$ cat src/rtl/csfr_consts.svh
// Purpose: addresses, indices, masks and reset values of the core SPECIAL_FUNCTION_REGISTER bank
// Assumes: 12-bit data memory address, 8-bit data
// Notes: file indices count from the working register upward
`ifndef CSFR_CONSTS_SVH
`define CSFR_CONSTS_SVH

// data memory layout
`define CSFR_SFR_LO 12'hF16
`define CSFR_BANKED_HI 12'hF5F
`define CSFR_ACCESS_SPLIT 8'h60
`define CSFR_SFR_PAGE 4'hF
`define CSFR_GPR_PAGE 4'h0

// printed addresses of the bank
`define CSFR_ADDR_STACK_TOP_U 12'hFFF
`define CSFR_ADDR_STACK_TOP_H 12'hFFE
`define CSFR_ADDR_STACK_TOP_L 12'hFFD
`define CSFR_ADDR_STACK_PTR 12'hFFC
`define CSFR_ADDR_PC_LATCH_U 12'hFFB
`define CSFR_ADDR_PC_LATCH_H 12'hFFA
`define CSFR_ADDR_PC_LOW 12'hFF9
`define CSFR_ADDR_TBLU 12'hFF8
`define CSFR_ADDR_TBLH 12'hFF7
`define CSFR_ADDR_TBLL 12'hFF6
`define CSFR_ADDR_TABLE_LATCH 12'hFF5
`define CSFR_ADDR_PRODUCT_H 12'hFF4
`define CSFR_ADDR_PRODUCT_L 12'hFF3
`define CSFR_ADDR_INTC 12'hFF2
`define CSFR_ADDR_INTC_EDGES 12'hFF1
`define CSFR_ADDR_INTC_EXT 12'hFF0
`define CSFR_ADDR_P0_PLAIN 12'hFEF
`define CSFR_ADDR_P0_POSTINC 12'hFEE
`define CSFR_ADDR_P0_POSTDEC 12'hFED
`define CSFR_ADDR_P0_PREINC 12'hFEC
`define CSFR_ADDR_P0_OFFSET 12'hFEB
`define CSFR_ADDR_P0_HIGH 12'hFEA
`define CSFR_ADDR_P0_LOW 12'hFE9
`define CSFR_ADDR_WORK 12'hFE8
`define CSFR_ADDR_P1_PLAIN 12'hFE7

// register file window: address bits 11:5 all ones, low bits 08..1F
`define CSFR_FILE_TOP 7'h7F
`define CSFR_FILE_FIRST 5'h08
`define CSFR_FILE_COUNT 24

// file indices (address minus working register address)
`define CSFR_IDX_WORK 5'h00
`define CSFR_IDX_P0_LOW 5'h01
`define CSFR_IDX_P0_HIGH 5'h02
`define CSFR_IDX_P0_OFFSET 5'h03
`define CSFR_IDX_P0_PREINC 5'h04
`define CSFR_IDX_P0_POSTDEC 5'h05
`define CSFR_IDX_P0_POSTINC 5'h06
`define CSFR_IDX_P0_PLAIN 5'h07
`define CSFR_IDX_INTC_EXT 5'h08
`define CSFR_IDX_INTC_EDGES 5'h09
`define CSFR_IDX_TBLU 5'h10
`define CSFR_IDX_PC_LATCH_U 5'h13
`define CSFR_IDX_STACK_PTR 5'h14
`define CSFR_IDX_STACK_TOP_U 5'h17

// implemented-bit masks
`define CSFR_MASK_FULL 8'hFF
`define CSFR_MASK_NONE 8'h00
`define CSFR_MASK_P0_HIGH 8'h0F
`define CSFR_MASK_TBLU 8'h3F
`define CSFR_MASK_TBLU_GATED 8'h1F
`define CSFR_MASK_UPPER5 8'h1F
`define CSFR_MASK_STACK_PTR 8'hDF

// reset values
`define CSFR_RST_ZERO 8'h00
`define CSFR_RST_INTC_EDGES 8'hFF
`define CSFR_RST_INTC_EXT 8'hC0

`endif

$ cat src/rtl/csfr_pkg.sv
// Purpose: shared types of the core SPECIAL_FUNCTION_REGISTER bank
// Assumes: nothing beyond SystemVerilog
// Notes: mode order is free, codes are never decoded outside
package csfr_pkg;
    typedef enum logic [2:0] {
        CSFR_IND_PLAIN,
        CSFR_IND_POSTINC,
        CSFR_IND_POSTDEC,
        CSFR_IND_PREINC,
        CSFR_IND_OFFSET
    } csfr_ind_mode_e;

    typedef enum logic [0:0] {
        CSFR_IDLE,
        CSFR_MEM_WAIT
    } csfr_state_e;
endpackage

$ cat src/rtl/csfr_ptr_calc.sv
// Purpose: indirect target address and pointer follow-up value
// Assumes: 12-bit pointer, wraps modulo 4096
// Notes: purely combinational
`timescale 1ns/1ps
`default_nettype none
module csfr_ptr_calc (
    input wire logic [11:0] pointer,
    input wire logic [7:0] offset,
    input wire csfr_pkg::csfr_ind_mode_e mode,
    output logic [11:0] target,
    output logic [11:0] next_pointer
);
    always_comb begin
        target = pointer;
        next_pointer = pointer;
        unique case (mode)
            csfr_pkg::CSFR_IND_PLAIN: begin
                target = pointer;
            end
            csfr_pkg::CSFR_IND_POSTINC: begin
                next_pointer = pointer + 12'h001;
            end
            csfr_pkg::CSFR_IND_POSTDEC: begin
                next_pointer = pointer - 12'h001;
            end
            csfr_pkg::CSFR_IND_PREINC: begin
                target = pointer + 12'h001;
                next_pointer = pointer + 12'h001;
            end
            csfr_pkg::CSFR_IND_OFFSET: begin
                // working register taken as a signed offset
                target = pointer + {{4{offset[7]}}, offset};
            end
        endcase
    end
endmodule
`default_nettype wire

$ cat src/rtl/csfr_bank.sv
// Purpose: core SPECIAL_FUNCTION_REGISTER bank with pointer-0 indirect access locations
// Assumes: core and data memory logic run on ref_clk
// Notes: one access in flight; data memory is reached over the mem_* port;
//        the master-clear level is synchronised, so the gated bit follows
//        it two cycles late; undefined-at-reset registers start at zero
`timescale 1ns/1ps
`default_nettype none
`include "csfr_consts.svh"
module csfr_bank (
    input wire logic ref_clk,
    input wire logic reset_n,
    input wire logic master_clear_pin_enable,
    input wire logic req_valid,
    input wire logic req_write,
    input wire logic req_access,
    input wire logic [11:0] req_addr,
    input wire logic [7:0] req_wdata,
    output logic req_ready,
    output logic rsp_valid,
    output logic [7:0] rsp_rdata,
    output logic mem_req,
    output logic mem_write,
    output logic [11:0] mem_addr,
    output logic [7:0] mem_wdata,
    input wire logic mem_ack,
    input wire logic [7:0] mem_rdata
);
    // implemented bits of each file entry
    function automatic logic [7:0] csfr_mask(input logic [4:0] idx,
                                             input logic clear_en);
        logic [7:0] m;
        m = `CSFR_MASK_FULL;
        unique case (idx)
            `CSFR_IDX_P0_OFFSET, `CSFR_IDX_P0_PREINC,
            `CSFR_IDX_P0_POSTDEC, `CSFR_IDX_P0_POSTINC,
            `CSFR_IDX_P0_PLAIN: begin
                m = `CSFR_MASK_NONE;
            end
            `CSFR_IDX_P0_HIGH: begin
                m = `CSFR_MASK_P0_HIGH;
            end
            `CSFR_IDX_TBLU: begin
                // bit 21 only while the master-clear function is off
                m = clear_en ? `CSFR_MASK_TBLU_GATED
                             : `CSFR_MASK_TBLU;
            end
            `CSFR_IDX_PC_LATCH_U, `CSFR_IDX_STACK_TOP_U: begin
                // upper program-address bytes are five bits wide
                m = `CSFR_MASK_UPPER5;
            end
            `CSFR_IDX_STACK_PTR: begin
                // bit 5 of the stack pointer reads zero
                m = `CSFR_MASK_STACK_PTR;
            end
            default: begin
                m = `CSFR_MASK_FULL;
            end
        endcase
        return m;
    endfunction

    // undefined-at-reset entries are still cleared for a known start
    function automatic logic [7:0] csfr_reset(input logic [4:0] idx);
        logic [7:0] r;
        r = `CSFR_RST_ZERO;
        if (idx == `CSFR_IDX_INTC_EDGES) begin
            r = `CSFR_RST_INTC_EDGES;
        end else if (idx == `CSFR_IDX_INTC_EXT) begin
            r = `CSFR_RST_INTC_EXT;
        end
        return r;
    endfunction

    // registered state
    csfr_pkg::csfr_state_e state;
    csfr_pkg::csfr_state_e next_state;
    logic [7:0] special_function_register [0:`CSFR_FILE_COUNT-1];
    logic [7:0] next_sfr [0:`CSFR_FILE_COUNT-1];
    logic clear_meta;
    logic clear_sync;
    logic pend_upd;
    logic next_pend_upd;
    logic [11:0] pend_ptr;
    logic [11:0] next_pend_ptr;
    logic next_req_ready;
    logic next_rsp_valid;
    logic [7:0] next_rsp_rdata;
    logic next_mem_req;
    logic next_mem_write;
    logic [11:0] next_mem_addr;
    logic [7:0] next_mem_wdata;

    // decode of the request in hand
    logic [11:0] eff_addr;
    logic is_ind;
    csfr_pkg::csfr_ind_mode_e ind_mode;
    logic [11:0] ptr0;
    logic [11:0] ind_target;
    logic [11:0] ind_next;
    logic [11:0] acc_addr;
    logic acc_local;
    logic acc_in_file;
    logic [4:0] acc_idx;
    logic [7:0] local_rd;
    logic loc_we;
    logic ptr_we;
    logic [11:0] ptr_val;
    logic [7:0] entry_mask [0:`CSFR_FILE_COUNT-1];

    // configuration level arrives from outside the clock domain
    always_ff @(posedge ref_clk) begin
        if (!reset_n) begin
            clear_meta <= 1'b0;
            clear_sync <= 1'b0;
        end else begin
            clear_meta <= master_clear_pin_enable;
            clear_sync <= clear_meta;
        end
    end

    // access-bank offsets below the split go to page 0, the rest to
    // page F from F60 upward, so F16..F5F need a full banked address
    always_comb begin
        if (req_access) begin
            if (req_addr[7:0] >= `CSFR_ACCESS_SPLIT) begin
                eff_addr = {`CSFR_SFR_PAGE, req_addr[7:0]};
            end else begin
                eff_addr = {`CSFR_GPR_PAGE, req_addr[7:0]};
            end
        end else begin
            eff_addr = req_addr;
        end
    end

    always_comb begin
        is_ind = 1'b1;
        ind_mode = csfr_pkg::CSFR_IND_PLAIN;
        unique case (eff_addr)
            `CSFR_ADDR_P0_PLAIN: ind_mode = csfr_pkg::CSFR_IND_PLAIN;
            `CSFR_ADDR_P0_POSTINC: ind_mode = csfr_pkg::CSFR_IND_POSTINC;
            `CSFR_ADDR_P0_POSTDEC: ind_mode = csfr_pkg::CSFR_IND_POSTDEC;
            `CSFR_ADDR_P0_PREINC: ind_mode = csfr_pkg::CSFR_IND_PREINC;
            `CSFR_ADDR_P0_OFFSET: ind_mode = csfr_pkg::CSFR_IND_OFFSET;
            default: is_ind = 1'b0;
        endcase
    end

    // nibble of the high byte above the low byte
    assign ptr0 = {special_function_register[`CSFR_IDX_P0_HIGH][3:0],
                   special_function_register[`CSFR_IDX_P0_LOW]};

    // one calculator serves all five modes, as one access runs at a time
    csfr_ptr_calc u_ptr_calc (
        .pointer(ptr0),
        .offset(special_function_register[`CSFR_IDX_WORK]),
        .mode(ind_mode),
        .target(ind_target),
        .next_pointer(ind_next)
    );

    assign acc_addr = is_ind ? ind_target : eff_addr;
    assign acc_local = (acc_addr >= `CSFR_SFR_LO);
    // only FE8..FFF are stored here; the rest from F16 up reads zero
    assign acc_in_file = (acc_addr[11:5] == `CSFR_FILE_TOP) &&
                         (acc_addr[4:0] >= `CSFR_FILE_FIRST);
    assign acc_idx = acc_addr[4:0] - `CSFR_FILE_FIRST;

    // an indirect location reached through the pointer reads zero too
    always_comb begin
        if (acc_in_file) begin
            local_rd = special_function_register[acc_idx] & entry_mask[acc_idx];
        end else begin
            local_rd = 8'h00;
        end
    end

    always_comb begin
        next_state = state;
        next_req_ready = req_ready;
        next_rsp_valid = 1'b0;
        next_rsp_rdata = rsp_rdata;
        next_mem_req = mem_req;
        next_mem_write = mem_write;
        next_mem_addr = mem_addr;
        next_mem_wdata = mem_wdata;
        next_pend_upd = pend_upd;
        next_pend_ptr = pend_ptr;
        loc_we = 1'b0;
        ptr_we = 1'b0;
        ptr_val = pend_ptr;
        unique case (state)
            csfr_pkg::CSFR_IDLE: begin
                // targets from F16 up are answered here in one cycle
                if (req_valid && acc_local) begin
                    next_rsp_valid = 1'b1;
                    if (req_write) begin
                        next_rsp_rdata = 8'h00;
                    end else begin
                        next_rsp_rdata = local_rd;
                    end
                    loc_we = req_write;
                    ptr_we = is_ind;
                    ptr_val = ind_next;
                end else if (req_valid) begin
                    // the pointer step is parked with the request, so the
                    // pointer only moves once the memory has answered
                    next_mem_req = 1'b1;
                    next_mem_write = req_write;
                    next_mem_addr = acc_addr;
                    next_mem_wdata = req_write ? req_wdata : 8'h00;
                    next_pend_upd = is_ind;
                    next_pend_ptr = ind_next;
                    next_req_ready = 1'b0;
                    next_state = csfr_pkg::CSFR_MEM_WAIT;
                end
            end
            csfr_pkg::CSFR_MEM_WAIT: begin
                if (mem_ack) begin
                    next_mem_req = 1'b0;
                    next_mem_write = 1'b0;
                    next_rsp_valid = 1'b1;
                    if (mem_write) begin
                        next_rsp_rdata = 8'h00;
                    end else begin
                        next_rsp_rdata = mem_rdata;
                    end
                    // step the pointer only once the access is done
                    ptr_we = pend_upd;
                    next_pend_upd = 1'b0;
                    next_req_ready = 1'b1;
                    next_state = csfr_pkg::CSFR_IDLE;
                end
            end
        endcase
    end

    // one next-value process and one register per file entry; a data
    // write to a pointer byte wins over the automatic step
    for (genvar g = 0; g < `CSFR_FILE_COUNT; g++) begin : g_entry
        assign entry_mask[g] = csfr_mask(5'(g), clear_sync);

        always_comb begin
            next_sfr[g] = special_function_register[g];
            if (ptr_we && (5'(g) == `CSFR_IDX_P0_LOW)) begin
                next_sfr[g] = ptr_val[7:0];
            end
            if (ptr_we && (5'(g) == `CSFR_IDX_P0_HIGH)) begin
                next_sfr[g] = {4'h0, ptr_val[11:8]};
            end
            if (loc_we && acc_in_file && (acc_idx == 5'(g))) begin
                next_sfr[g] = (special_function_register[g] & ~entry_mask[g]) |
                              (req_wdata & entry_mask[g]);
            end
        end

        always_ff @(posedge ref_clk) begin
            if (!reset_n) begin
                special_function_register[g] <= csfr_reset(5'(g));
            end else begin
                special_function_register[g] <= next_sfr[g];
            end
        end
    end

    // every output of the block leaves straight from a flip-flop
    always_ff @(posedge ref_clk) begin
        if (!reset_n) begin
            state <= csfr_pkg::CSFR_IDLE;
            pend_upd <= 1'b0;
            pend_ptr <= 12'h000;
            req_ready <= 1'b1;
            rsp_valid <= 1'b0;
            rsp_rdata <= 8'h00;
            mem_req <= 1'b0;
            mem_write <= 1'b0;
            mem_addr <= 12'h000;
            mem_wdata <= 8'h00;
        end else begin
            state <= next_state;
            pend_upd <= next_pend_upd;
            pend_ptr <= next_pend_ptr;
            req_ready <= next_req_ready;
            rsp_valid <= next_rsp_valid;
            rsp_rdata <= next_rsp_rdata;
            mem_req <= next_mem_req;
            mem_write <= next_mem_write;
            mem_addr <= next_mem_addr;
            mem_wdata <= next_mem_wdata;
        end
    end
endmodule
`default_nettype wire

$ cat config.mk
export PLATFORM = sky130hd
export DESIGN_NAME = csfr_bank
export DESIGN_NICKNAME = d
export VERILOG_FILES = /design/src/rtl/csfr_pkg.sv /design/src/rtl/csfr_ptr_calc.sv /design/src/rtl/csfr_bank.sv
export VERILOG_INCLUDE_DIRS = /design/src /design/src/rtl
export SDC_FILE = /design/constraint.sdc
export NUM_CORES = 1
export LEC_CHECK = 0
export BUFFER_PORTS_ARGS = -buffer_cell sky130_fd_sc_hd__buf_2
export CAP_MARGIN = 20
export CORE_ASPECT_RATIO = 1.4
export CORE_MARGIN = 5
export CORE_UTILIZATION = 50
export DETAILED_ROUTE_END_ITERATION = 12
export PLACE_DENSITY_LB_ADDON = 0.08
export RECOVER_POWER = 50
export SLEW_MARGIN = 25
export SYNTH_ARGS = -nofsm -noshare
export SYNTH_HDL_FRONTEND = slang
export SYNTH_HIERARCHICAL = 1
export SYNTH_SLANG_ARGS = --single-unit
export TNS_END_PERCENT = 30
$ cat constraint.sdc
create_clock -name ref_clk -period 10.3 [get_ports ref_clk]
set_input_delay 1.03 -clock ref_clk [delete_from_list [all_inputs] [get_ports ref_clk]]
set_output_delay 1.03 -clock ref_clk [all_outputs]
set_load 0.005 [all_outputs]
Yosys cells after proc, flatten, opt, wreduce, memory -nomap -nowiden --
Memories as Yosys holds them, arrays and structs flattened. Cells that the tools add are included.
Cells by class: $add $sub $neg 4, multipliers 0, div/mod/pow operators 0, order comparisons 4, equality and inequality tests 47, shift-type cells 0, mux-type cells 93, bitwise gates (word level) 36, reductions and logical operators 43
Operators by type and width (count):
- 8-bit 2-to-1 mux | 53
- 12-bit == test (second input constant) | 5
- 12-bit 2-to-1 mux | 5
- 12-bit case mux with 2 select lines | 2
- 8-bit binary-select mux with 5-bit select | 1
- 5-bit by 4-bit == test with 1-bit output (second input constant) | 8
- 5-bit == test (second input constant) | 8
- 2-bit AND reduction | 16
- 1-bit OR | 24
- 1-bit logical AND | 22
- 1-bit 2-to-1 mux | 22
- 8-bit AND | 2
- 8-bit by 5-bit OR with 8-bit output | 2
- 8-bit case mux with 2 select lines | 1
- 1-bit case mux with 2 select lines | 7
- 1-bit != test (second input constant) | 13
- 12-bit by 1-bit adder with 12-bit output (second input constant) | 1
- 12-bit adder | 1
- 12-bit greater-or-equal comparator (second input constant) | 1
- 3-bit case mux with 4 select lines | 1
- 12-bit by 1-bit subtractor with 12-bit output (second input constant) | 1
- 2-bit != test (second input constant) | 5
- 8-bit by 6-bit AND with 8-bit output | 1
- 8-bit by 7-bit greater-or-equal comparator with 1-bit output (second input constant) | 1
- other kinds (21) | 24
Word-level totals: flip-flop bits (word level) 48, latch bits 0, memory bits (writable) 192, bits in read-only memories 0, input bits 35, output and inout port bits 32, logic and storage cells 240, memories kept 1
Memories:
- special_function_register | depth 24, width 8, read ports 8, clocked after Yosys merged registers in 0, write ports 24, RTL line csfr_bank.sv:77 | logic [7:0] special_function_register [0:`CSFR_FILE_COUNT-1];

Longest topological paths before layout --
Gate-level depths: netlist of run 1.
depth in word-level cells 18, gate-level depth with buffers 22, depth with buffers taken out 18

Hierarchy --
Netlist of run 1, hierarchy kept.
By module, submodules not included:
- csfr_bank | instances 1, cells each 950, area an instance 9201.3 sq um, seq. area each 4704.5 sq um
- csfr_ptr_calc | instances 1, cells each 202, area an instance 1290.0 sq um, seq. area each 0.0 sq um

Worst setup path before layout of run 1 --
Ideal clock, no wire load.
kind input-to-reg, from input req_access, to memory special_function_register[21][0], enable pin, setup time 0.384 ns, arrival 5.578 ns, required time 9.916 ns, setup slack 4.338 ns, stages 18, path buffers 3, path through buf_2 -> a41o_1 -> nand3_1 -> nor3_1 -> or3b_4 -> nand2_1 -> o21ai_0 -> a21oi_1 -> o21ai_0 -> or2_2 -> o41a_2 -> inv_1 -> clkbuf_1 -> ha_1 -> nor2_1 -> nand4_1 -> clkbuf_1 -> o21ai_0
RTL lines:
- start, declared | RTL line csfr_bank.sv:15 | input wire logic req_access,
- end, declared | RTL line csfr_bank.sv:77

Worst setup path after layout of run 1 --
from input req_addr[10], to register mem_addr[1]
Between the ends: cells in the longest elaborated chain, start to end 10, elaborated cells on any way between the ends 17, those cells by class 1 x order compare; 7 x eq/ne; 5 x mux; 1 x bitwise; 3 x reduce/logical
Ends and longest elaborated chain:
- start, declared | RTL line csfr_bank.sv:16 | input wire logic [11:0] req_addr,
- 12-bit 2-to-1 mux (*) | RTL line csfr_bank.sv:124 | if (req_access) begin
- 12-bit == test | RTL line csfr_bank.sv:138 | unique case (eff_addr)
- 3-bit case mux with 4 select lines (*) | RTL line csfr_bank.sv:138
- via ind_mode[2] | RTL line csfr_bank.sv:96 | csfr_pkg::csfr_ind_mode_e ind_mode;
- 3-bit == test / 3-bit by 2-bit == test with 1-bit output (equally long branches) | RTL line csfr_ptr_calc.sv:16 | unique case (mode)
- 12-bit case mux with 2 select lines (*) | RTL line csfr_ptr_calc.sv:16
- via ind_target[0] | RTL line csfr_bank.sv:98 | logic [11:0] ind_target;
- 12-bit 2-to-1 mux (*) | RTL line csfr_bank.sv:161 | assign acc_addr = is_ind ? ind_target : eff_addr;
- 12-bit greater-or-equal comparator (no source line) (*)
- 1-bit logical AND (*) | RTL line csfr_bank.sv:194 | if (req_valid && acc_local) begin
- 1-bit inverter (no source line) (*)
- 3-bit AND reduction (no source line) (*)
- end signal, assigned | RTL line csfr_bank.sv:287 | mem_addr <= next_mem_addr;
- end, declared | RTL line csfr_bank.sv:23 | output logic [11:0] mem_addr,
The timed path passes the listed nets; every way through them passes the cells marked *. A chain may end at the register's enable or synchronous reset.

==> flow_metrics.env, run 1 <==
export IMPL_dieHeight_um=181
export IMPL_critPathBufInv=3
export IMPL_ys_ff_latch=187
export IMPL_p_per_area_mw_per_mm2=142
export IMPL_coreArea_mm2=0.0206
export IMPL_synth_area_mm2=0.0105
export IMPL_yosys_cell_types_count=85
export IMPL_vias=9310
export IMPL_min_delay_path_class="reg -> reg"
export IMPL_grt_max_degree=53
export IMPL_gp_congestion=0.974
export IMPL_postRouteAntennaNets=0
export IMPL_synth_area_top_cells="edfxtp_1 27%, dfxtp_1 17%, mux2i_1 5.0%"
export IMPL_worst_path_max_delay_cell="a21boi_0"
export IMPL_ir_worst_vdd_mv=0.123
export IMPL_status="finished, violations left"
export IMPL_synthTopCellsByCount="131 x nand2_1, 120 x nor2_1, 96 x edfxtp_1"
export IMPL_yosysWarnings=6
export IMPL_clock_skew_ns=0.0151
export IMPL_clock_sinks=187
export IMPL_setup_viol=0
export IMPL_drive_gt1_frac=0.102
export IMPL_wl_mm=35.7
export IMPL_grt_overflow=0
export IMPL_p_int_w=0.00118
export IMPL_initial_utilization=0.508
export IMPL_end_kind="flop"
export IMPL_worst_path_max_fanout=34
export IMPL_synth_edf_count=96
export IMPL_cts_resized=0
export IMPL_worstSetupPathType="in -> reg"
export IMPL_period_share=0.829
export IMPL_numCtsBuffers=17
export IMPL_switching_share=0.274
export IMPL_clock_power_share=0.398
export IMPL_p_comb_frac=0.105
export IMPL_cp_common_cell="clkbuf_1"
export IMPL_path_clk_slew_ns=0.08
export IMPL_cts_setup_buffers=0
export IMPL_finalPower_w=0.00162
export IMPL_worstPathCellList="clkbuf_1 -> a41o_1 -> nand3_1 -> nor3_1 -> nand3b_1 -> nand2_1 -> o21ai_0 -> mux2i_4 -> clkbuf_1 -> ha_1 -> nor3_1 -> a21oi_1 -> a211o_1 -> a21boi_0 -> clkbuf_1 -> nor2_1 -> a211oi_1"
export IMPL_antenna_found_initial=1
export IMPL_dpl_instance_area_mm2=0.0109
export IMPL_synth_net_count=1205
export IMPL_synth_top_area_frac=0.275
export IMPL_start_kind="primary input"
export IMPL_async_reset_ff_frac=0
export IMPL_fin_area_mm2=0.0114
export IMPL_ff2ff_setup_slack_ns=3.40
export IMPL_period_needed_ns=8.54
export IMPL_worst_slew_pin_slew_ns=2.25
export IMPL_fillers=1925
export IMPL_fp_dieW_um=132
export IMPL_maxCapViolCount=4
export IMPL_dr_pass1_iters=7
export IMPL_p_leak_nw=4.13
export IMPL_clk_latency_ns=0.45
export IMPL_hold_slack_ns=0.454
export IMPL_cp_required_ns=10.65
export IMPL_p_switching_w=0.000444
export IMPL_syn_inst=1152
export IMPL_finalHoldViolations=0
export IMPL_grt_first_pass_wirelength_mm=53.8
export IMPL_rsz0062_at_grt="no"
export IMPL_hpwlAfterDp_mm=25.1
export IMPL_route_detailed_drc=0
export IMPL_die_area_mm2=0.0240
export IMPL_h_tree_depth=4
export IMPL_clockBufferDepth=2
export IMPL_violations="max-capacitance violations, max-slew violations"
export IMPL_crit_family="compound AO/OA/AOI/OAI gates"
export IMPL_slew_headroom=-0.502
export IMPL_ys_seq_area_frac=0.448
export IMPL_cts_hold_buf=0
export IMPL_io_pins=67
export IMPL_crit_arrival_ns=8.88
export IMPL_avgViaCountPerCell=6.46
export IMPL_num_nets_final=1225
export IMPL_pwr_share_seq=0.498
export IMPL_fmax_ghz=0.117
export IMPL_grt_pass1_vias=9028
export IMPL_synth_area_per_cell_um2=9.11
export IMPL_root_buffer="clkbuf_16"
export IMPL_yosysMostFrequentCell="nand2_1"
export IMPL_slowest_delay_ns=1.35
export IMPL_place_port_buffers=66
export IMPL_synthFlopType="edfxtp_1"
export IMPL_yosys_area_top_type="edfxtp_1"
export IMPL_cts_tree="yes"
export IMPL_wire_per_inst_um=24.8
export IMPL_setup_total_negative_slack_ns=0
export IMPL_slew_violations=111
export IMPL_std_cell_rows=62
export IMPL_synthToLayoutAreaGrowth_pct=9.04
export IMPL_grt_usage=0.293
export IMPL_first_iter_violations=921
[metrics by stage]
stage                     cells  utilization  setup WS, ns
final                      1442        0.554          1.76
after CTS                  1440        0.558          3.12
after global routing       1441        0.554          1.30
after global placement     1408        0.530          3.00
after detailed placement   1408        0.530          2.71
after floorplan            1152            -          4.34
[power by group through the flow]
stage / clock network (W) / registers [W] / logic (W)
6_report: 0.000645 / 0.000808 / 0.000170
5_1_grt: 0.000687 / 0.000809 / 0.000180
4_1_cts: 0.000653 / 0.000807 / 0.000170
3_5_place_dp: 0 / 0.000824 / 0.000169
3_3_place_gp: 0 / 0.000824 / 0.000169
2_1_floorplan: 0 / 0.000822 / 0.000100
[cells in the final DEF, fill, tap and decap left out, drive strengths merged, types with 7 or more instances in the layout]
cell,count
nand2,131
ha,17
and3,23
or3,14
o31ai,13
mux2i,53
o221ai,7
a21o,9
clkbuf,48
xnor2,8
nor2,120
inv,30
xor2,10
a221oi,8
a211oi,24
mux2,10
a31oi,19
dfxtp,91
buf,55
a21oi,77
edfxtp,96
o21ai,71
nand3,49
and2,39
nand4,19
nor3,23
[cell type report]
type | count | area [µm²] | share of cell area
clock buffer | 18 | 450 | 0.0394
antenna | 1 | 2.50 | 0.000219
sequential | 187 | 4700 | 0.411
inverter | 22 | 83.8 | 0.00733
multi-input combinational | 859 | 5340 | 0.467
tap | 256 | 320 | 0.0280
clock inverter | 14 | 126 | 0.0110
timing repair buffer | 85 | 413 | 0.0361
[routing by layer]
metal | track usage | up-vias | wire length (µm) | part of all wire
li1 | - | 4312 | - | -
met1 | 0.343 | 4476 | 13700 | 0.38
met2 | 0.492 | 402 | 17500 | 0.49
met3 | 0.0543 | 120 | 2050 | 0.057
met4 | 0.191 | 0 | 2410 | 0.068
met5 | 0 | - | 0 | 0
[registers in the layout (all words and copies together) (netlist names)]
name / flops
rsp_valid: 1
mem_wdata: 8
rsp_rdata: 8
mem_req: 1
mem_addr: 12
special_function_register: 139
clear_meta: 1
mem_write: 1
pend_ptr: 12
state: 1
pend_upd: 1
req_ready: 1
clear_sync: 1
[path summary, 6_finish.rpt]
| kind | startpoint | to | depth (start not counted) |
|---|---|---|---|
| setup / recovery | req_addr[10] | mem_addr[1] | 17 |
| hold / removal | mem_wdata[5] | mem_wdata[5] | 2 |
| setup reg to reg | special_function_register[1][0] | pend_upd | 13 |
| hold reg to reg | mem_wdata[5] | mem_wdata[5] | 2 |
[worst min-delay path, delay by kind of cell, from the launching register on]
| family | cells | cell delay (ns) |
|---|---|---|
| flip-flops | 1 | 0.31 |
| AND/OR/NAND/NOR | 1 | 0.05 |
| AO/OA/AOI/OAI | 1 | 0.05 |
[cells by family (layout without fill, tap and decap cells)]
group / count (synthesis) / in the layout / share of synthesized area
buffers and inverters: 106 / 139 / 0.0438
other: 0 / 1 / 0
DFF: 187 / 187 / 0.448
AOI/OAI and AO/OA: 301 / 301 / 0.191
adders and majority gates: 18 / 18 / 0.0222
muxes: 66 / 66 / 0.0681
and+or+nand+nor: 456 / 456 / 0.212
xor gates and xnor gates: 18 / 18 / 0.0150
No activity file was read; power rests on OpenSTA's default activity.
==> run 2, diff against run 1 <==
==> constraint.sdc (replaced) <==
create_clock -name ref_clk -period 7.1 [get_ports ref_clk]
set_input_delay 0.71 -clock ref_clk [delete_from_list [all_inputs] [get_ports ref_clk]]
set_output_delay 0.71 -clock ref_clk [all_outputs]
set_load 0.005 [all_outputs]
==> run 2 against run 1 <==
Hold slack barely moved. Combinational power rose by 48%. Die area did not move. First-iteration DRC count fell by 1.7%. Clock power grew 46%. Wire length grew 1.4%. Register-to-register slack worse by 1.7 ns. Cell count rose by 0.55%. Via count rose by 1.7%. Design area rose by 0.60%. The run still ends with max-capacitance violations, max-slew violations left. Largest cell class unchanged. Count of clock-buffer cells in the layout decreased by 1.
==> flow_metrics.env, run 2 (synthesis gave the netlist of run 1 again) <==
export IMPL_wire_per_inst_um=25.0
export IMPL_clockBufferDepth=2
export IMPL_maxCapViolCount=2
export IMPL_postRouteAntennaNets=0
export IMPL_min_to="mem_wdata[5]"
export IMPL_slew_violations=66
export IMPL_coreArea_mm2=0.0206
export IMPL_largest_register_ffs=139
export IMPL_setup_viol=0
export IMPL_fmax_ghz=0.158
export IMPL_ff2ff_setup_slack_ns=1.74
export IMPL_start_kind="primary input"
export IMPL_period_share=0.889
export IMPL_worst_path_max_fanout=20
export IMPL_numCtsBuffers=17
export IMPL_min_delay_path_class="reg -> reg"
export IMPL_finalHoldViolations=0
export IMPL_fillers=1970
export IMPL_final_cells=1450
export IMPL_root_buffer="clkbuf_16"
export IMPL_violations="max-capacitance violations, max-slew violations"
export IMPL_synthToLayoutAreaGrowth_pct=9.70
export IMPL_p_leak_nw=4.17
export IMPL_status="finished, violations left"
export IMPL_cts_setup_buffers=0
export IMPL_grt_max_degree=58
export IMPL_multi_input_area_mm2=0.00534
export IMPL_r2r_end="special_function_register[11][7]"
export IMPL_crit_arrival_ns=6.69
export IMPL_worst_slew_pin_slew_ns=2.12
export IMPL_period_needed_ns=6.31
export IMPL_route_detailed_drc=0
export IMPL_cts_resized=0
export IMPL_clock_skew_ns=0.0138
export IMPL_avgViaCountPerCell=6.53
export IMPL_antenna_found_initial=0
export IMPL_first_iter_violations=905
export IMPL_path_clk_slew_ns=0.08
export IMPL_rr_worst_depth=13
export IMPL_r2r_start="special_function_register[1][2]"
export IMPL_std_cell_rows=62
export IMPL_grt_first_pass_wirelength_mm=55.3
export IMPL_num_nets_final=1234
export IMPL_post_route_util=0.558
export IMPL_place_port_buffers=66
export IMPL_cp_required_ns=7.48
export IMPL_io_pins=67
export IMPL_reg_largest_list="special_function_register (139), mem_addr (12), pend_ptr (12)"
export IMPL_layout_commonest_cell="nand2_1"
export IMPL_ir_worst_vdd_mv=0.187
export IMPL_seq_area_mm2=0.00470
export IMPL_worstSetupPathType="in -> reg"
export IMPL_drive_gt1_frac=0.111
export IMPL_setup_total_negative_slack_ns=0
export IMPL_slew_headroom=-0.411
export IMPL_min_path_cells=2
export IMPL_die_area_mm2=0.0240
export IMPL_clock_sinks=187
export IMPL_cts_tree="yes"
export IMPL_place_inst=1418
export IMPL_clk_latency_ns=0.45
export IMPL_initial_utilization=0.508
export IMPL_h_tree_depth=4
export IMPL_p_per_area_mw_per_mm2=205
export IMPL_top_register="special_function_register"
export IMPL_rsz0062_at_grt="no"
export IMPL_antenna_cells=0
export IMPL_grt_pass1_vias=9207
export IMPL_grt_overflow=0
export IMPL_dr_pass1_iters=5
export IMPL_hp_start="mem_wdata[5]"
export IMPL_gp_congestion=0.968
export IMPL_cts_hold_buf=0
export IMPL_hpwlAfterDp_mm=25.8
export IMPL_final_cell_mix="131 x nand2_1, 119 x nor2_1, 96 x edfxtp_1"
export IMPL_vias=9472
export IMPL_grt_usage=0.300
export IMPL_fp_dieW_um=132
export IMPL_dieHeight_um=181
export IMPL_end_kind="flop"
export IMPL_wl_mm=36.2
run 2: layout make-up:
| class | instances | area share |
|---|---|---|
| Clock buffer | 17 | 0.0370 |
| Inverter | 22 | 0.00728 |
| Tap cell | 256 | 0.0278 |
| Sequential cell | 187 | 0.409 |
| Timing Repair Buffer | 94 | 0.0424 |
| Clock inverter | 15 | 0.0125 |
| Multi-Input combinational cell | 859 | 0.464 |
run 2: how the worst max path moves through the flow:
stage	startpoint	end	cells past startpoint
finish	req_addr[5]	mem_write	17
CTS	req_addr[11]	special_function_register[23][3]	18
global placement	req_addr[11]	special_function_register[23][2]	18
detailed placement	req_addr[11]	special_function_register[23][3]	18
global route	req_addr[5]	mem_write	17
floorplan	req_access	special_function_register[21][0]	18
run 2: layer usage:
layer,vias up,GRT usage,part of all wire,wire [µm]
li1,4325,-,-,-
met1,4545,0.352,0.38,13600
met2,454,0.506,0.49,17600
met3,148,0.0504,0.063,2300
met4,0,0.198,0.076,2750
met5,-,0,0,0
run 2: critical path: stages:
cell and delay (ns):
clkbuf_1 0.19, and3_1 0.26, nand4_1 0.15, nor2_1 0.39, nand3b_1 0.50, nand2_1 0.40, o21ai_0 0.28, mux2i_1 0.55
buf_4 0.36, ha_1 0.44, nor3_1 0.08, a21oi_1 0.27, a211oi_1 0.19, o21ai_0 1.22, buf_4 0.42, nand3_1 0.10
a21oi_1 0.15
run 2: stage by stage:
step	hold slack, ns	worst slack (ns)	power, W	instance area (µm²)
finish	0.454	0.788	0.00236	11500
global route	0.475	0.329	0.00243	11500
CTS	0.455	1.18	0.00237	11600
detailed placement	0.445	0.712	0.00145	11000
global placement	0.440	0.854	0.00145	11000
floorplan	0.412	1.46	0.00134	10500
run 2: report_power, final:
part | total (W) | switching (W) | internal (W) | leakage [nW]
clock | 0.000939 | 0.000458 | 0.000480 | 0.288
sequential | 0.00117 | 0.0000134 | 0.00116 | 1.75
combinational | 0.000251 | 0.000180 | 0.0000713 | 2.14
total | 0.00236 | 0.000652 | 0.00171 | 4.17
